File: src/rtl/tmc_cfg.svh
`ifndef TMC_CFG_SVH
`define TMC_CFG_SVH

// register offsets on the special-function-register bus
`define TMC_ADDR_TMR01_CTL 8'h88
`define TMC_ADDR_TMR01_MODE 8'h89
`define TMC_ADDR_TMR0_LOW 8'h8a
`define TMC_ADDR_TMR1_LOW 8'h8b
`define TMC_ADDR_TMR0_HIGH 8'h8c
`define TMC_ADDR_TMR1_HIGH 8'h8d
`define TMC_ADDR_CLK_CTL 8'h8e
`define TMC_ADDR_TMR2_CTL 8'hc8
`define TMC_ADDR_TMR2_LOW 8'hcc
`define TMC_ADDR_TMR2_HIGH 8'hcd

// reset value shared by every register
`define TMC_RST_VAL 8'h00

// timer 0/1 control register bits
`define TMC_B_TMR1_OVF 7
`define TMC_B_TMR1_RUN 6
`define TMC_B_TMR0_OVF 5
`define TMC_B_TMR0_RUN 4

// timer 0/1 mode register fields
`define TMC_B_TMR1_GATE 7
`define TMC_B_TMR1_CSEL 6
`define TMC_F_TMR1_MODE 5:4
`define TMC_B_TMR0_GATE 3
`define TMC_B_TMR0_CSEL 2
`define TMC_F_TMR0_MODE 1:0

// clock control register bits
`define TMC_B_TMR0_PRE 3
`define TMC_B_TMR1_PRE 4
`define TMC_B_TMR2_PRE 5

// timer 2 control register bits
`define TMC_B_TMR2_OVF 7
`define TMC_B_TMR2_RXBAUD 5
`define TMC_B_TMR2_TXBAUD 4
`define TMC_B_TMR2_RUN 2
`define TMC_B_TMR2_CSEL 1
`define TMC_B_TMR2_CAPT 0

// system clock prescale when the divide bit is clear
`define TMC_PRESCALE_DIV 12

// pin order on the synchroniser
`define TMC_PIN_TMR0 0
`define TMC_PIN_TMR1 1
`define TMC_PIN_TMR2 2
`define TMC_PIN_IRQ0 3
`define TMC_PIN_IRQ1 4
`define TMC_PIN_COUNT 5

`endif

File: src/rtl/tmc_pkg.sv
package tmc_pkg;

  typedef struct packed {
    logic wr_en;
    logic rd_en;
    logic [7:0] addr;
    logic [7:0] wdata;
  } tmc_sfr_req_t;

  // encoding order matches the two-bit mode field
  typedef enum logic [1:0] {
    MODE_13BIT,
    MODE_16BIT,
    MODE_8BIT_RELOAD,
    MODE_SPLIT
  } tmc_t01_mode_t;

  typedef enum logic [2:0] {
    TMR2_OFF,
    TMR2_CAPTURE,
    TMR2_RELOAD,
    TMR2_BAUD_TX,
    TMR2_BAUD_RX,
    TMR2_BAUD_TXRX
  } tmc_tmr2_mode_t;

endpackage : tmc_pkg

File: src/rtl/tmc_top.sv
`include "tmc_cfg.svh"

module tmc_top #(
  parameter int PRESCALE_DIV = `TMC_PRESCALE_DIV
) (
  // clock and reset
  input wire logic ref_clk,
  input wire logic rst_b,
  // special-function-register bus
  input wire tmc_pkg::tmc_sfr_req_t sfr_req,
  output logic [7:0] sfr_rdata,
  // count and gate pins
  input wire logic timer0_count_pin,
  input wire logic timer1_count_pin,
  input wire logic timer2_count_pin,
  input wire logic ext_irq0_pin,
  input wire logic ext_irq1_pin,
  // flags and events
  output logic timer0_overflow_flag,
  output logic timer1_overflow_flag,
  output logic timer2_overflow_flag,
  output logic timer1_baud_tick,
  output logic tx_baud_tick,
  output logic rx_baud_tick,
  output logic adc_start_pulse
);

  logic [7:0] timer01_control_reg, timer01_mode_config, clock_control_reg;
  logic [7:0] timer2_control_reg;
  logic [7:0] timer0_low_byte, timer0_high_byte, timer1_low_r, timer1_high_r;
  logic [7:0] timer2_count_low, timer2_count_high;
  logic [7:0] rdata_r;
  logic [3:0] pre_cnt_r;
  logic div2_r;
  logic t1_baud_r, tx_baud_r, rx_baud_r, adc_r;
  logic [`TMC_PIN_COUNT-1:0] pin_lvl, pin_fall;

  tmc_pin_sync #(
    .N(`TMC_PIN_COUNT)
  ) u_pin_sync (
    .ref_clk(ref_clk),
    .rst_b(rst_b),
    .pin_raw({ext_irq1_pin, ext_irq0_pin, timer2_count_pin, timer1_count_pin,
      timer0_count_pin}),
    .pin_lvl(pin_lvl),
    .pin_fall(pin_fall)
  );

  function automatic logic wr_hit(input tmc_pkg::tmc_sfr_req_t r, input logic [7:0] a);
    return r.wr_en && (r.addr == a);
  endfunction : wr_hit

  // count source: pin edge, full system clock or the divide-by-twelve tick
  function automatic logic src_tick(input logic csel, input logic pre, input logic fall,
    input logic t12);
    return csel ? fall : (pre ? 1'b1 : t12);
  endfunction : src_tick

  // one count step of a basic timer; bit 16 is the overflow
  function automatic logic [16:0] step01(input tmc_pkg::tmc_t01_mode_t md,
    input logic [7:0] lo, input logic [7:0] hi);
    logic [16:0] r;
    r = {1'b0, hi, lo};
    case (md)
      tmc_pkg::MODE_13BIT:
      begin
        r[4:0] = lo[4:0] + 5'h01;
        if (lo[4:0] == 5'h1f)
          r[16:8] = {1'b0, hi} + 9'h001;
      end
      tmc_pkg::MODE_16BIT: r = {1'b0, hi, lo} + 17'h00001;
      tmc_pkg::MODE_8BIT_RELOAD:
      begin
        if (lo == 8'hff)
          r = {1'b1, hi, hi};
        else
          r[7:0] = lo + 8'h01;
      end
      default:
      begin
        r[16] = (lo == 8'hff);
        r[7:0] = lo + 8'h01;
      end
    endcase
    return r;
  endfunction : step01

  function automatic tmc_pkg::tmc_tmr2_mode_t tmr2_decode(input logic [7:0] c);
    if (!c[`TMC_B_TMR2_RUN])
      return tmc_pkg::TMR2_OFF;
    case ({c[`TMC_B_TMR2_RXBAUD], c[`TMC_B_TMR2_TXBAUD]})
      2'b01: return tmc_pkg::TMR2_BAUD_TX;
      2'b10: return tmc_pkg::TMR2_BAUD_RX;
      2'b11: return tmc_pkg::TMR2_BAUD_TXRX;
      default: return c[`TMC_B_TMR2_CAPT] ? tmc_pkg::TMR2_CAPTURE : tmc_pkg::TMR2_RELOAD;
    endcase
  endfunction : tmr2_decode

  // shared prescalers
  logic tick12;
  assign tick12 = (pre_cnt_r == 4'(PRESCALE_DIV - 1));

  always_ff @(posedge ref_clk)
  begin
    if (!rst_b)
    begin
      pre_cnt_r <= 4'h0;
      div2_r <= 1'b0;
    end
    else
    begin
      pre_cnt_r <= tick12 ? 4'h0 : pre_cnt_r + 4'h1;
      div2_r <= ~div2_r;
    end
  end

  // timer 0 and 1 enables and steps
  tmc_pkg::tmc_t01_mode_t t0_md, t1_md;
  logic t0_split, run0, tick0, tick_h0, run1, tick1;
  logic [16:0] step0, step1;
  logic [8:0] h0_step;
  logic t0_ovf, h0_ovf, t1_ovf, tf1_set;

  assign t0_md = tmc_pkg::tmc_t01_mode_t'(timer01_mode_config[`TMC_F_TMR0_MODE]);
  assign t1_md = tmc_pkg::tmc_t01_mode_t'(timer01_mode_config[`TMC_F_TMR1_MODE]);
  assign t0_split = (t0_md == tmc_pkg::MODE_SPLIT);
  assign run0 = timer01_control_reg[`TMC_B_TMR0_RUN]
    & (~timer01_mode_config[`TMC_B_TMR0_GATE] | pin_lvl[`TMC_PIN_IRQ0]);
  assign tick0 = run0 & src_tick(timer01_mode_config[`TMC_B_TMR0_CSEL],
    clock_control_reg[`TMC_B_TMR0_PRE], pin_fall[`TMC_PIN_TMR0], tick12);
  assign step0 = step01(t0_md, timer0_low_byte, timer0_high_byte);
  assign t0_ovf = tick0 & step0[16];
  // high byte in split mode: internal clock only, enabled by timer 1 run
  assign tick_h0 = t0_split & timer01_control_reg[`TMC_B_TMR1_RUN]
    & src_tick(1'b0, clock_control_reg[`TMC_B_TMR0_PRE], 1'b0, tick12);
  assign h0_step = {1'b0, timer0_high_byte} + 9'h001;
  assign h0_ovf = tick_h0 & h0_step[8];
  // timer 1 loses its run bit and pin to timer 0 while timer 0 is split
  assign run1 = (t1_md != tmc_pkg::MODE_SPLIT) & (t0_split
    | (timer01_control_reg[`TMC_B_TMR1_RUN]
    & (~timer01_mode_config[`TMC_B_TMR1_GATE] | pin_lvl[`TMC_PIN_IRQ1])));
  assign tick1 = run1 & src_tick(timer01_mode_config[`TMC_B_TMR1_CSEL] & ~t0_split,
    clock_control_reg[`TMC_B_TMR1_PRE], pin_fall[`TMC_PIN_TMR1], tick12);
  assign step1 = step01(t1_md, timer1_low_r, timer1_high_r);
  assign t1_ovf = tick1 & step1[16];
  assign tf1_set = t0_split ? h0_ovf : t1_ovf;

  // timer 2
  tmc_pkg::tmc_tmr2_mode_t tmr2_md;
  logic tmr2_baud, tick2, tmr2_ovf;
  logic [16:0] tmr2_next;

  assign tmr2_md = tmr2_decode(timer2_control_reg);
  assign tmr2_baud = (tmr2_md == tmc_pkg::TMR2_BAUD_TX) || (tmr2_md == tmc_pkg::TMR2_BAUD_RX)
    || (tmr2_md == tmc_pkg::TMR2_BAUD_TXRX);
  // baud generation runs from half the system clock unless the pin is chosen
  assign tick2 = (tmr2_md != tmc_pkg::TMR2_OFF) & (timer2_control_reg[`TMC_B_TMR2_CSEL]
    ? pin_fall[`TMC_PIN_TMR2] : (tmr2_baud ? div2_r
    : src_tick(1'b0, clock_control_reg[`TMC_B_TMR2_PRE], 1'b0, tick12)));
  assign tmr2_next = {1'b0, timer2_count_high, timer2_count_low} + 17'h00001;
  assign tmr2_ovf = tick2 & tmr2_next[16];

  // control registers; a hardware set beats a software clear in the same cycle
  always_ff @(posedge ref_clk)
  begin
    if (!rst_b)
    begin
      timer01_control_reg <= `TMC_RST_VAL;
      timer2_control_reg <= `TMC_RST_VAL;
      timer01_mode_config <= `TMC_RST_VAL;
      clock_control_reg <= `TMC_RST_VAL;
    end
    else
    begin
      if (wr_hit(sfr_req, `TMC_ADDR_TMR01_CTL))
        timer01_control_reg <= sfr_req.wdata;
      if (t0_ovf)
        timer01_control_reg[`TMC_B_TMR0_OVF] <= 1'b1;
      if (tf1_set)
        timer01_control_reg[`TMC_B_TMR1_OVF] <= 1'b1;
      if (wr_hit(sfr_req, `TMC_ADDR_TMR2_CTL))
        timer2_control_reg <= sfr_req.wdata;
      if (tmr2_ovf && !tmr2_baud)
        timer2_control_reg[`TMC_B_TMR2_OVF] <= 1'b1;
      if (wr_hit(sfr_req, `TMC_ADDR_TMR01_MODE))
        timer01_mode_config <= sfr_req.wdata;
      if (wr_hit(sfr_req, `TMC_ADDR_CLK_CTL))
        clock_control_reg <= sfr_req.wdata;
    end
  end

  // count registers; a software write wins over a count in the same cycle
  always_ff @(posedge ref_clk)
  begin
    if (!rst_b)
    begin
      timer0_low_byte <= `TMC_RST_VAL;
      timer0_high_byte <= `TMC_RST_VAL;
      timer1_low_r <= `TMC_RST_VAL;
      timer1_high_r <= `TMC_RST_VAL;
      timer2_count_low <= `TMC_RST_VAL;
      timer2_count_high <= `TMC_RST_VAL;
    end
    else
    begin
      if (wr_hit(sfr_req, `TMC_ADDR_TMR0_LOW))
        timer0_low_byte <= sfr_req.wdata;
      else if (tick0)
        timer0_low_byte <= step0[7:0];
      if (wr_hit(sfr_req, `TMC_ADDR_TMR0_HIGH))
        timer0_high_byte <= sfr_req.wdata;
      else if (tick_h0)
        timer0_high_byte <= h0_step[7:0];
      else if (tick0 && !t0_split)
        timer0_high_byte <= step0[15:8];
      if (wr_hit(sfr_req, `TMC_ADDR_TMR1_LOW))
        timer1_low_r <= sfr_req.wdata;
      else if (tick1)
        timer1_low_r <= step1[7:0];
      if (wr_hit(sfr_req, `TMC_ADDR_TMR1_HIGH))
        timer1_high_r <= sfr_req.wdata;
      else if (tick1)
        timer1_high_r <= step1[15:8];
      // there is no reload source, so reload mode wraps to zero like every other mode
      if (wr_hit(sfr_req, `TMC_ADDR_TMR2_LOW))
        timer2_count_low <= sfr_req.wdata;
      else if (tick2)
        timer2_count_low <= tmr2_next[7:0];
      if (wr_hit(sfr_req, `TMC_ADDR_TMR2_HIGH))
        timer2_count_high <= sfr_req.wdata;
      else if (tick2)
        timer2_count_high <= tmr2_next[15:8];
    end
  end

  // event pulses
  always_ff @(posedge ref_clk)
  begin
    if (!rst_b)
    begin
      t1_baud_r <= 1'b0;
      tx_baud_r <= 1'b0;
      rx_baud_r <= 1'b0;
      adc_r <= 1'b0;
    end
    else
    begin
      t1_baud_r <= t1_ovf;
      tx_baud_r <= tmr2_ovf && (tmr2_md == tmc_pkg::TMR2_BAUD_TX
        || tmr2_md == tmc_pkg::TMR2_BAUD_TXRX);
      rx_baud_r <= tmr2_ovf && (tmr2_md == tmc_pkg::TMR2_BAUD_RX
        || tmr2_md == tmc_pkg::TMR2_BAUD_TXRX);
      adc_r <= tmr2_ovf;
    end
  end

  // read data one cycle after the strobe; unmapped reads return zero
  always_ff @(posedge ref_clk)
  begin
    if (!rst_b)
      rdata_r <= 8'h00;
    else if (!sfr_req.rd_en)
      rdata_r <= 8'h00;
    else
    begin
      case (sfr_req.addr)
        `TMC_ADDR_TMR01_CTL: rdata_r <= timer01_control_reg;
        `TMC_ADDR_TMR01_MODE: rdata_r <= timer01_mode_config;
        `TMC_ADDR_TMR0_LOW: rdata_r <= timer0_low_byte;
        `TMC_ADDR_TMR1_LOW: rdata_r <= timer1_low_r;
        `TMC_ADDR_TMR0_HIGH: rdata_r <= timer0_high_byte;
        `TMC_ADDR_TMR1_HIGH: rdata_r <= timer1_high_r;
        `TMC_ADDR_CLK_CTL: rdata_r <= clock_control_reg;
        `TMC_ADDR_TMR2_CTL: rdata_r <= timer2_control_reg;
        `TMC_ADDR_TMR2_LOW: rdata_r <= timer2_count_low;
        `TMC_ADDR_TMR2_HIGH: rdata_r <= timer2_count_high;
        default: rdata_r <= 8'h00;
      endcase
    end
  end

  assign sfr_rdata = rdata_r;
  assign timer0_overflow_flag = timer01_control_reg[`TMC_B_TMR0_OVF];
  assign timer1_overflow_flag = timer01_control_reg[`TMC_B_TMR1_OVF];
  assign timer2_overflow_flag = timer2_control_reg[`TMC_B_TMR2_OVF];
  assign timer1_baud_tick = t1_baud_r;
  assign tx_baud_tick = tx_baud_r;
  assign rx_baud_tick = rx_baud_r;
  assign adc_start_pulse = adc_r;

  chk_run_off_hold: assert property (@(posedge ref_clk) disable iff (!rst_b)
    (!timer2_control_reg[`TMC_B_TMR2_RUN] && !sfr_req.wr_en)
    |=> $stable({timer2_count_high, timer2_count_low}))
    else $error("timer 2 moved while off");
  chk_prescale_gap: assert property (@(posedge ref_clk) disable iff (!rst_b)
    tick12 |=> !tick12 [*8])
    else $error("prescale tick too soon");
  chk_pin_edge_count: assert property (@(posedge ref_clk) disable iff (!rst_b)
    (pin_fall[`TMC_PIN_TMR2] && timer2_control_reg[`TMC_B_TMR2_CSEL]
    && timer2_control_reg[`TMC_B_TMR2_RUN] && !sfr_req.wr_en)
    |=> !$stable({timer2_count_high, timer2_count_low}))
    else $error("timer 2 missed pin edge");
  chk_adc_strobe: assert property (@(posedge ref_clk) disable iff (!rst_b)
    tmr2_ovf |=> adc_start_pulse ##1 (!adc_start_pulse || $past(tmr2_ovf)))
    else $error("converter strobe wrong");
  chk_baud_no_flag: assert property (@(posedge ref_clk) disable iff (!rst_b)
    (tmr2_baud && tmr2_ovf && !timer2_overflow_flag) |=> !timer2_overflow_flag)
    else $error("baud mode set overflow flag");
  chk_flag_set_wins: assert property (@(posedge ref_clk) disable iff (!rst_b)
    (tmr2_ovf && !tmr2_baud) |=> timer2_overflow_flag)
    else $error("timer 2 overflow flag lost");
  chk_gate_blocks: assert property (@(posedge ref_clk) disable iff (!rst_b)
    (timer01_mode_config[`TMC_B_TMR0_GATE] && !pin_lvl[`TMC_PIN_IRQ0] && !sfr_req.wr_en)
    |=> $stable(timer0_low_byte))
    else $error("gated timer 0 counted");
  chk_t1_stopped: assert property (@(posedge ref_clk) disable iff (!rst_b)
    (t1_md == tmc_pkg::MODE_SPLIT && !sfr_req.wr_en)
    |=> $stable({timer1_high_r, timer1_low_r}))
    else $error("timer 1 counted in mode 3");
  chk_split_flag: assert property (@(posedge ref_clk) disable iff (!rst_b)
    (t0_split && h0_ovf) |=> timer1_overflow_flag)
    else $error("high byte overflow lost");

endmodule : tmc_top

File: src/rtl/tmc_pin_sync.sv
module tmc_pin_sync #(
  parameter int N = 5
) (
  // clock and reset
  input wire logic ref_clk,
  input wire logic rst_b,
  // raw pins
  input wire logic [N-1:0] pin_raw,
  // synchronised level and falling edge
  output logic [N-1:0] pin_lvl,
  output logic [N-1:0] pin_fall
);

  logic [N-1:0] meta_r;
  logic [N-1:0] sync_r;
  logic [N-1:0] prev_r;

  // first stage feeds only the second, to keep metastability contained
  always_ff @(posedge ref_clk)
  begin
    if (!rst_b)
    begin
      meta_r <= '1;
      sync_r <= '1;
      prev_r <= '1;
    end
    else
    begin
      meta_r <= pin_raw;
      sync_r <= meta_r;
      prev_r <= sync_r;
    end
  end

  assign pin_lvl = sync_r;
  assign pin_fall = prev_r & ~sync_r;

endmodule : tmc_pin_sync

File: config.mk
export PLATFORM = sky130hd
export DESIGN_NAME = tmc_top
export DESIGN_NICKNAME = d
export VERILOG_FILES = /design/src/rtl/tmc_pkg.sv /design/src/rtl/tmc_top.sv /design/src/rtl/tmc_pin_sync.sv
export VERILOG_INCLUDE_DIRS = /design/src /design/src/rtl
export SDC_FILE = /design/constraint.sdc
export NUM_CORES = 1
export LEC_CHECK = 0
export BUFFER_PORTS_ARGS = -buffer_cell sky130_fd_sc_hd__buf_2
export CORE_MARGIN = 5
export CORE_UTILIZATION = 45
export DETAILED_ROUTE_END_ITERATION = 8
export PLACE_DENSITY = 0.59
export SLEW_MARGIN = 0
export SYNTH_ARGS = -nofsm -noshare
export SYNTH_HDL_FRONTEND = slang
export SYNTH_HIERARCHICAL = 1
export SYNTH_SLANG_ARGS = --single-unit
File: constraint.sdc
create_clock -name ref_clk -period 3.1 [get_ports ref_clk]
set_input_delay 0.465 -clock ref_clk [delete_from_list [all_inputs] [get_ports ref_clk]]
set_output_delay 0.465 -clock ref_clk [all_outputs]
set_load 0.01 [all_outputs]
==> flow_metrics.env, run 1 <==
export IMPL_numCtsBuffers=9
export IMPL_power_density_nw_per_um2=400
export IMPL_track_usage=0.258
export IMPL_ioPinCount=40
export IMPL_totalWireLength_um=21200
export IMPL_dieArea_um2=16700
export IMPL_hold_buffers=0
export IMPL_cp_max_fo=8
export IMPL_htreeDepth=3
export IMPL_drt_initial_drc_count=680
export IMPL_dp_hpwl_um=15100
export IMPL_ctsResizeCount=0
export IMPL_cp_required_ns=3.33
export IMPL_ir_drop_mv=0.303
export IMPL_setup_tns_ns=0
export IMPL_antenna_found_initial=0
export IMPL_max_freq_mhz=360
export IMPL_max_slew_margin=0.444
export IMPL_use_met3=0.0672
export IMPL_clk_path_buf_depth=2
export IMPL_finalPower_w=0.00281
export IMPL_worstPathArrival_ns=3.01
export IMPL_insertion_delay_ns=0.37
export IMPL_gp_congestion=0.963
export IMPL_drt_pass1_iter_count=5
export IMPL_core_rowCount=43
export IMPL_grt_pass1_wl_um=33300
export IMPL_fin_crit_ns=2.78
export IMPL_viasPerCell=6.32
export IMPL_top_usage_layer="met2"
export IMPL_clkSinkCount=110
export IMPL_synth_nets=842
export IMPL_syn_area_per_cell_um2=8.02
export IMPL_ff2ff_setup_slack_ns=0.32
export IMPL_cts_tree="done"
export IMPL_grt_max_degree=53
export IMPL_final_hold_violation_count=0
export IMPL_nets=850
export IMPL_n_antenna_cell=0
export IMPL_grt_ovfl_total=0
export IMPL_hold_class="in2reg"
export IMPL_ys_warn_count=6
export IMPL_post_cts_buffers=0
export IMPL_p_leak_nw=2.61
export IMPL_status="complete, no violations"
export IMPL_grt_pass1_vias=6032
export IMPL_end_kind="register"
export IMPL_die_y_um=129
export IMPL_fill_cells=1352
export IMPL_start_kind="register"
export IMPL_drive_gt1_frac=0.107
export IMPL_clock_skew_ns=0.0158
export IMPL_crit_type="reg2reg"
export IMPL_worstMarginPinSlew_ns=0.830
export IMPL_synth_cells=800
export IMPL_core_area_um2=13900
export IMPL_ant_nets=0
export IMPL_setup_violations=0
export IMPL_synth_area_um2=6420
export IMPL_met2_usage=0.393
export IMPL_use_met1=0.340
export IMPL_io_buffers=39
export IMPL_vias=6277
export IMPL_wl_per_cell_um=21.4
export IMPL_clk_pin_slew_worst_paths_ns=0.08
export IMPL_area_growth_pct=9.65
export IMPL_clock_tree_root_cell="clkbuf_16"
export IMPL_start_util=0.460
export IMPL_drc=0
export IMPL_period_share=0.897
export IMPL_slew_violations=0
export IMPL_cap_violations=0
export IMPL_die_w_um=129
export IMPL_grt_setup_unrepaired="no"
[worst paths after layout]
path	depth (start not counted)	to	startpoint
min	2	u_pin_sync/meta_r[2]	timer2_count_pin
max	9	timer1_high_r[2]	timer1_low_r[0]
max reg2reg	9	timer1_high_r[2]	timer1_low_r[0]
min reg2reg	1	u_pin_sync/pin_lvl[4]	u_pin_sync/meta_r[4]
[metal layers]
layer / vias up / wire [um]
li1: 2942 / -
met1: 2997 / 9100
met2: 270 / 9480
met3: 68 / 1700
met4: 0 / 925
met5: - / 0
[cell usage in the layout (no fill, tap or decap), drive strengths merged, types with 22 or more instances in the layout]
| cell | instances |
|---|---|
| nor2 | 82 |
| nand3 | 39 |
| dfxtp | 110 |
| buf | 55 |
| nand2 | 55 |
| inv | 22 |
| a21oi | 57 |
| mux2i | 45 |
| o21ai | 52 |
| xnor2 | 23 |
[where the power goes]
group	internal, W	switching, W	total (W)
registers	0.00142	0.00000754	0.00143
logic	0.0000422	0.000105	0.000147
clock network	0.000593	0.000640	0.00123
total	0.00206	0.000753	0.00281
[per-stage QoR]
stage | cells | utilization | cell area (um2) | hold slack (ns) | setup WS [ns]
global placement | 977 | 0.482 | 6710 | 0.389 | 0.457
CTS | 993 | 0.505 | 7040 | 0.264 | 0.353
global route | 993 | 0.505 | 7040 | 0.270 | 0.00216
floorplan | 800 | - | 6420 | 0.385 | 0.751
finish | 993 | 0.505 | 7040 | 0.273 | 0.319
detailed placement | 977 | 0.482 | 6710 | 0.394 | 0.389
[cell type report]
class	count	area (um2)	area share
clock inverters	7	96.3	0.0137
clock buffers	9	225	0.0320
multi-input cells	613	3900	0.554
inverters	19	71.3	0.0101
well taps	180	225	0.0320
flip-flops and latches	110	2200	0.313
repair buffers	55	315	0.0448
[critical path, cell delays in order, from the launching register on]
cell      delay [ns]
dfxtp_1         0.41
ha_1            0.33
and3_1          0.20
ha_1            0.29
mux2i_1         0.11
or2_2           0.29
nor3_1          0.43
o21ai_0         0.22
o211ai_1        0.25
o22ai_1         0.11
No activity file was read; power rests on OpenSTA's default activity.
==> run 2: changes to the inputs <==
Settings changed: ABC_AREA from default to 1.
==> flow_metrics.env, run 2 <==
export IMPL_max_freq_mhz=445
export IMPL_cp_max_fo=6
export IMPL_crit_type="reg2reg"
export IMPL_cpMaxStageDelayCell="o21ai_0"
export IMPL_clk_pin_slew_worst_paths_ns=0.08
export IMPL_final_hold_violation_count=0
export IMPL_syn_area_per_cell_um2=6.16
export IMPL_post_cts_buffers=0
export IMPL_start_util=0.455
export IMPL_totalWireLength_um=23900
export IMPL_io_buffers=39
export IMPL_finalPower_w=0.00280
export IMPL_ioPinCount=40
export IMPL_cap_violations=0
export IMPL_wl_per_cell_um=16.9
export IMPL_ir_drop_mv=0.277
export IMPL_core_rowCount=46
export IMPL_drt_pass1_iter_count=5
export IMPL_synth_cells=1160
export IMPL_mostFrequentLayoutCells="nand2_1, inv_1, nor2_1"
export IMPL_grt_pass1_vias=6748
export IMPL_grt_ovfl_total=0
export IMPL_clk_path_buf_depth=2
export IMPL_grt_max_degree=43
export IMPL_die_y_um=136
export IMPL_setup_violations=0
export IMPL_nets=1232
export IMPL_n_antenna_cell=0
export IMPL_p_leak_nw=3.38
export IMPL_slew_violations=0
export IMPL_power_density_nw_per_um2=358
export IMPL_gp_congestion=1.00
export IMPL_crit_family="compound AO/OA/AOI/OAI gates"
export IMPL_antenna_found_initial=0
export IMPL_path_buf_inv=2
export IMPL_drc=0
export IMPL_start_kind="register"
export IMPL_ant_nets=0
export IMPL_met2_usage=0.414
export IMPL_worstMarginPinSlew_ns=0.752
export IMPL_grt_setup_unrepaired="no"
export IMPL_clkSinkCount=110
export IMPL_ctsResizeCount=0
export IMPL_dieArea_um2=18500
export IMPL_setup_tns_ns=0
export IMPL_status="complete, no violations"
export IMPL_period_share=0.724
export IMPL_ys_warn_count=6
export IMPL_grt_pass1_wl_um=37400
export IMPL_max_slew_margin=0.497
export IMPL_htreeDepth=3
export IMPL_worstPathArrival_ns=2.54
export IMPL_track_usage=0.262
export IMPL_insertion_delay_ns=0.37
export IMPL_cp_required_ns=3.39
export IMPL_use_met1=0.367
export IMPL_top_usage_layer="met2"
export IMPL_path_cells="ha_1, nand2_1, nor2_4, ha_1, inv_1, o21ai_0, inv_1, o21ai_0, nand2_1, a21oi_1"
export IMPL_clock_skew_ns=0.0107
export IMPL_clock_tree_root_cell="clkbuf_16"
export IMPL_area_growth_pct=9.46
export IMPL_core_area_um2=15700
export IMPL_slowest_delay_ns=0.59
export IMPL_drive_gt1_frac=0.0929
export IMPL_hold_buffers=0
export IMPL_die_w_um=136
export IMPL_synth_area_um2=7140
export IMPL_fill_cells=1698
export IMPL_fin_crit_ns=2.25
export IMPL_cts_tree="done"
export IMPL_dp_hpwl_um=18500
export IMPL_layout_commonest_cell="nand2_1"
export IMPL_viasPerCell=5.27
export IMPL_vias=7438
export IMPL_drt_initial_drc_count=723
export IMPL_synth_nets=1202
export IMPL_numCtsBuffers=9
export IMPL_use_met3=0.0355
export IMPL_end_kind="register"
export IMPL_hold_class="in2reg"
## run 2: metrics by stage
step / utilization / cell area (um2) / cells / setup slack, ns / hold WS (ns)
3_5_place_dp: 0.478 / 7510 / 1395 / 0.837 / 0.388
4_1_cts: 0.498 / 7820 / 1411 / 0.913 / 0.264
3_3_place_gp: 0.478 / 7510 / 1395 / 0.913 / 0.387
6_report: 0.498 / 7820 / 1411 / 0.855 / 0.270
5_1_grt: 0.498 / 7820 / 1411 / 0.602 / 0.278
2_1_floorplan: - / 7140 / 1160 / 1.34 / 0.380
## run 2: worst paths after layout
| kind | startpoint | to | slack (ns) | cells past startpoint |
|---|---|---|---|---|
| max | timer0_low_byte[0] | timer0_high_byte[3] | 0.85 | 10 |
| min | timer1_count_pin | u_pin_sync/meta_r[1] | 0.27 | 3 |
| max reg2reg | timer0_low_byte[0] | timer0_high_byte[3] | 0.85 | 10 |
| min reg2reg | u_pin_sync/meta_r[1] | u_pin_sync/pin_lvl[1] | 0.40 | 2 |
## run 2: per-layer routing
metal / vias to the layer above / wire [um]
met4: 0 / 646
met5: - / 0
met2: 261 / 10700
met3: 42 / 1510
met1: 3334 / 11000
li1: 3801 / -
## run 2: worst reg2reg max path, delay by kind of cell, from the launching register on
kind	cells	cell delay (ns)
adder cells (fa/ha/maj)	2	0.39
AND/OR/NAND/NOR	3	0.35
AO/OA/AOI/OAI	3	0.82
flip-flops	1	0.41
buffers and inverters	2	0.21
## run 2: cell type report
type                    instances  area [um2]  area share
inverters                     161         604      0.0773
clock buffers                   9         225      0.0288
clock inverters                 7        86.3      0.0110
flip-flops and latches        110        2200       0.282
multi-input cells             864        4200       0.537
well taps                     216         270      0.0346
repair buffers                 44         233      0.0298
## run 2: report_power, final
part           switching [W]  internal, W
logic               0.000108    0.0000342
registers         0.00000688      0.00142
clock network       0.000639     0.000585
total               0.000754      0.00204
==> run 3: changes to the inputs <==
Settings changed: PLACE_DENSITY 0.59 to 0.61.
Clock period 3.1 ns to 1.9 ns, I/O delays scaled along.
==> flow_metrics.env, run 3 (synthesized netlist as in run 2, its figures left out) <==
export IMPL_end_kind="register"
export IMPL_core_area_um2=15700
export IMPL_grt_pass1_wl_um=37800
export IMPL_drt_pass1_iter_count=5
export IMPL_numCtsBuffers=9
export IMPL_ioPinCount=40
export IMPL_track_usage=0.263
export IMPL_period_share=0.956
export IMPL_top_layer_used="met5"
export IMPL_cp_max_fo=4
export IMPL_fin_crit_ns=1.82
export IMPL_worstPathArrival_ns=2.06
export IMPL_totalWireLength_um=24600
export IMPL_drt_initial_drc_count=688
export IMPL_layout_commonest_cell="nand2_1"
export IMPL_dp_hpwl_um=19000
export IMPL_post_place_ws_ns=-0.0793
export IMPL_grt_ovfl_total=0
export IMPL_switching_share=0.243
export IMPL_cp_required_ns=2.14
export IMPL_min_delay_start="ext_irq0_pin"
export IMPL_insertion_delay_ns=0.35
export IMPL_setup_violations=0
export IMPL_core_rowCount=46
export IMPL_htreeDepth=3
export IMPL_clockPowerShare=0.426
export IMPL_max_freq_mhz=551
export IMPL_worstSetupStartpoint="timer0_low_byte[0]"
export IMPL_r2r_start="timer0_low_byte[0]"
export IMPL_status="complete, no violations"
export IMPL_grt_pass1_vias=7046
export IMPL_hold_class="in2reg"
export IMPL_stdcell_area_um2=8270
export IMPL_io_buffers=39
export IMPL_cts_tree="done"
export IMPL_crit_type="reg2reg"
export IMPL_dieArea_um2=18500
export IMPL_crit_family="simple AND/OR/NAND/NOR gates"
export IMPL_antenna_found_initial=1
export IMPL_clk_pin_slew_worst_paths_ns=0.07
export IMPL_ant_nets=0
export IMPL_max_slew_margin=0.692
export IMPL_p_switching_w=0.00109
export IMPL_clk_path_buf_depth=2
export IMPL_grt_max_degree=40
export IMPL_start_util=0.455
export IMPL_crit_top_cell="nor2_1"
export IMPL_placed_area_um2=7870
export IMPL_p_leak_nw=3.61
export IMPL_die_y_um=136
export IMPL_final_hold_violation_count=0
export IMPL_start_kind="register"
export IMPL_seqPwrFrac=0.519
export IMPL_wl_met2_um=11500
export IMPL_slowest_delay_ns=0.33
export IMPL_fill_cells=1713
export IMPL_path_cells="ha_2, nand2_2, nor2_4, ha_4, buf_4, nor2_1, nor2_2, nand3_2, nand2_4, nand2_2, inv_2, nand2_1, nor2_1, nor2_1"
export IMPL_ir_drop_mv=0.488
export IMPL_cpMaxStageDelayCell="dfxtp_2"
export IMPL_drc=0
export IMPL_drt_met1_wl_um=10800
export IMPL_cellInternalPower_w=0.00341
export IMPL_power_frac_comb=0.055
export IMPL_drive_gt1_frac=0.150
export IMPL_gp_congestion=0.980
export IMPL_clkSinkCount=110
export IMPL_cap_violations=0
export IMPL_area_growth_pct=15.8
export IMPL_vias=7800
export IMPL_clock_skew_ns=0.00649
export IMPL_slew_violations=0
export IMPL_worstMarginPinSlew_ns=0.461
export IMPL_dr_wl_met3_um=1500
export IMPL_clock_tree_root_cell="clkbuf_16"
export IMPL_mostFrequentLayoutCells="nand2_1, inv_1, nor2_1"
export IMPL_nets=1281
export IMPL_layout_setup_ws_ns=0.0836
export IMPL_n_antenna_cell=0
export IMPL_viasPerCell=5.35
export IMPL_die_w_um=136
export IMPL_power_density_nw_per_um2=544
export IMPL_wl_per_cell_um=16.9
export IMPL_path_buf_inv=2
==> run 3: layout make-up <==
cell class	count	area [um2]	share of cell area
Clock buffer	9	225	0.0272
Clock inverter	5	60.1	0.00726
Inverter	161	604	0.0731
Multi-Input combinational cell	864	4290	0.518
Sequential cell	110	2210	0.267
Tap cell	216	270	0.0327
Timing Repair Buffer	93	617	0.0746
==> run 3: stage by stage <==
step | TNS (ns) | std cells | hold WS, ns | total power, W | utilization
floorplan | 0 | 1160 | 0.354 | 0.00251 | -
global placement | -0.135 | 1442 | 0.394 | 0.00263 | 0.501
detailed placement | -0.582 | 1442 | 0.394 | 0.00263 | 0.501
CTS | 0 | 1456 | 0.0956 | 0.00452 | 0.519
global route | -0.0906 | 1458 | 0.0971 | 0.00463 | 0.526
finish | 0 | 1458 | 0.103 | 0.00450 | 0.526
==> run 3: routing by layer <==
metal	GRT usage	vias to the layer above
met5	0	-
met4	0.0969	2
met3	0.0422	47
met2	0.435	246
met1	0.347	3609
li1	-	3896
==> run 3: timing repair <==
| action | CTS | global route |
|---|---|---|
| buffers inserted | 0 | 2 |
| hold endpoints to repair | 0 | 0 |
| endpoints found under the setup margin | 15 | 47 |
| resized for setup | 2 | 38 |
| pin swaps | 0 | 2 |
| hold buffers | 0 | 0 |
==> run 3: final timing paths <==
kind	to	slack, ns	cells after the start
worst max-delay path	timer0_high_byte[6]	0.08	14
worst min-delay path	u_pin_sync/meta_r[3]	0.10	3
worst max register to register	timer0_high_byte[6]	0.08	14
worst min register to register	u_pin_sync/pin_lvl[0]	0.41	2
==> run 3: worst register-to-register path: cells and delay by family, from the launching register on <==
family        cells  cell delay [ns]
fa+ha+maj         2             0.33
buf+inv           2             0.17
simple gates     10             0.86
flops             1             0.33
==> run 3: power by group through the flow <==
stage	combinational (W)	clock, W	sequential, W
after floorplan	0.000123	0	0.00239
after global placement	0.000241	0	0.00239
after detailed placement	0.000241	0	0.00239
after CTS	0.000243	0.00194	0.00233
after global routing	0.000265	0.00203	0.00234
final	0.000246	0.00192	0.00233
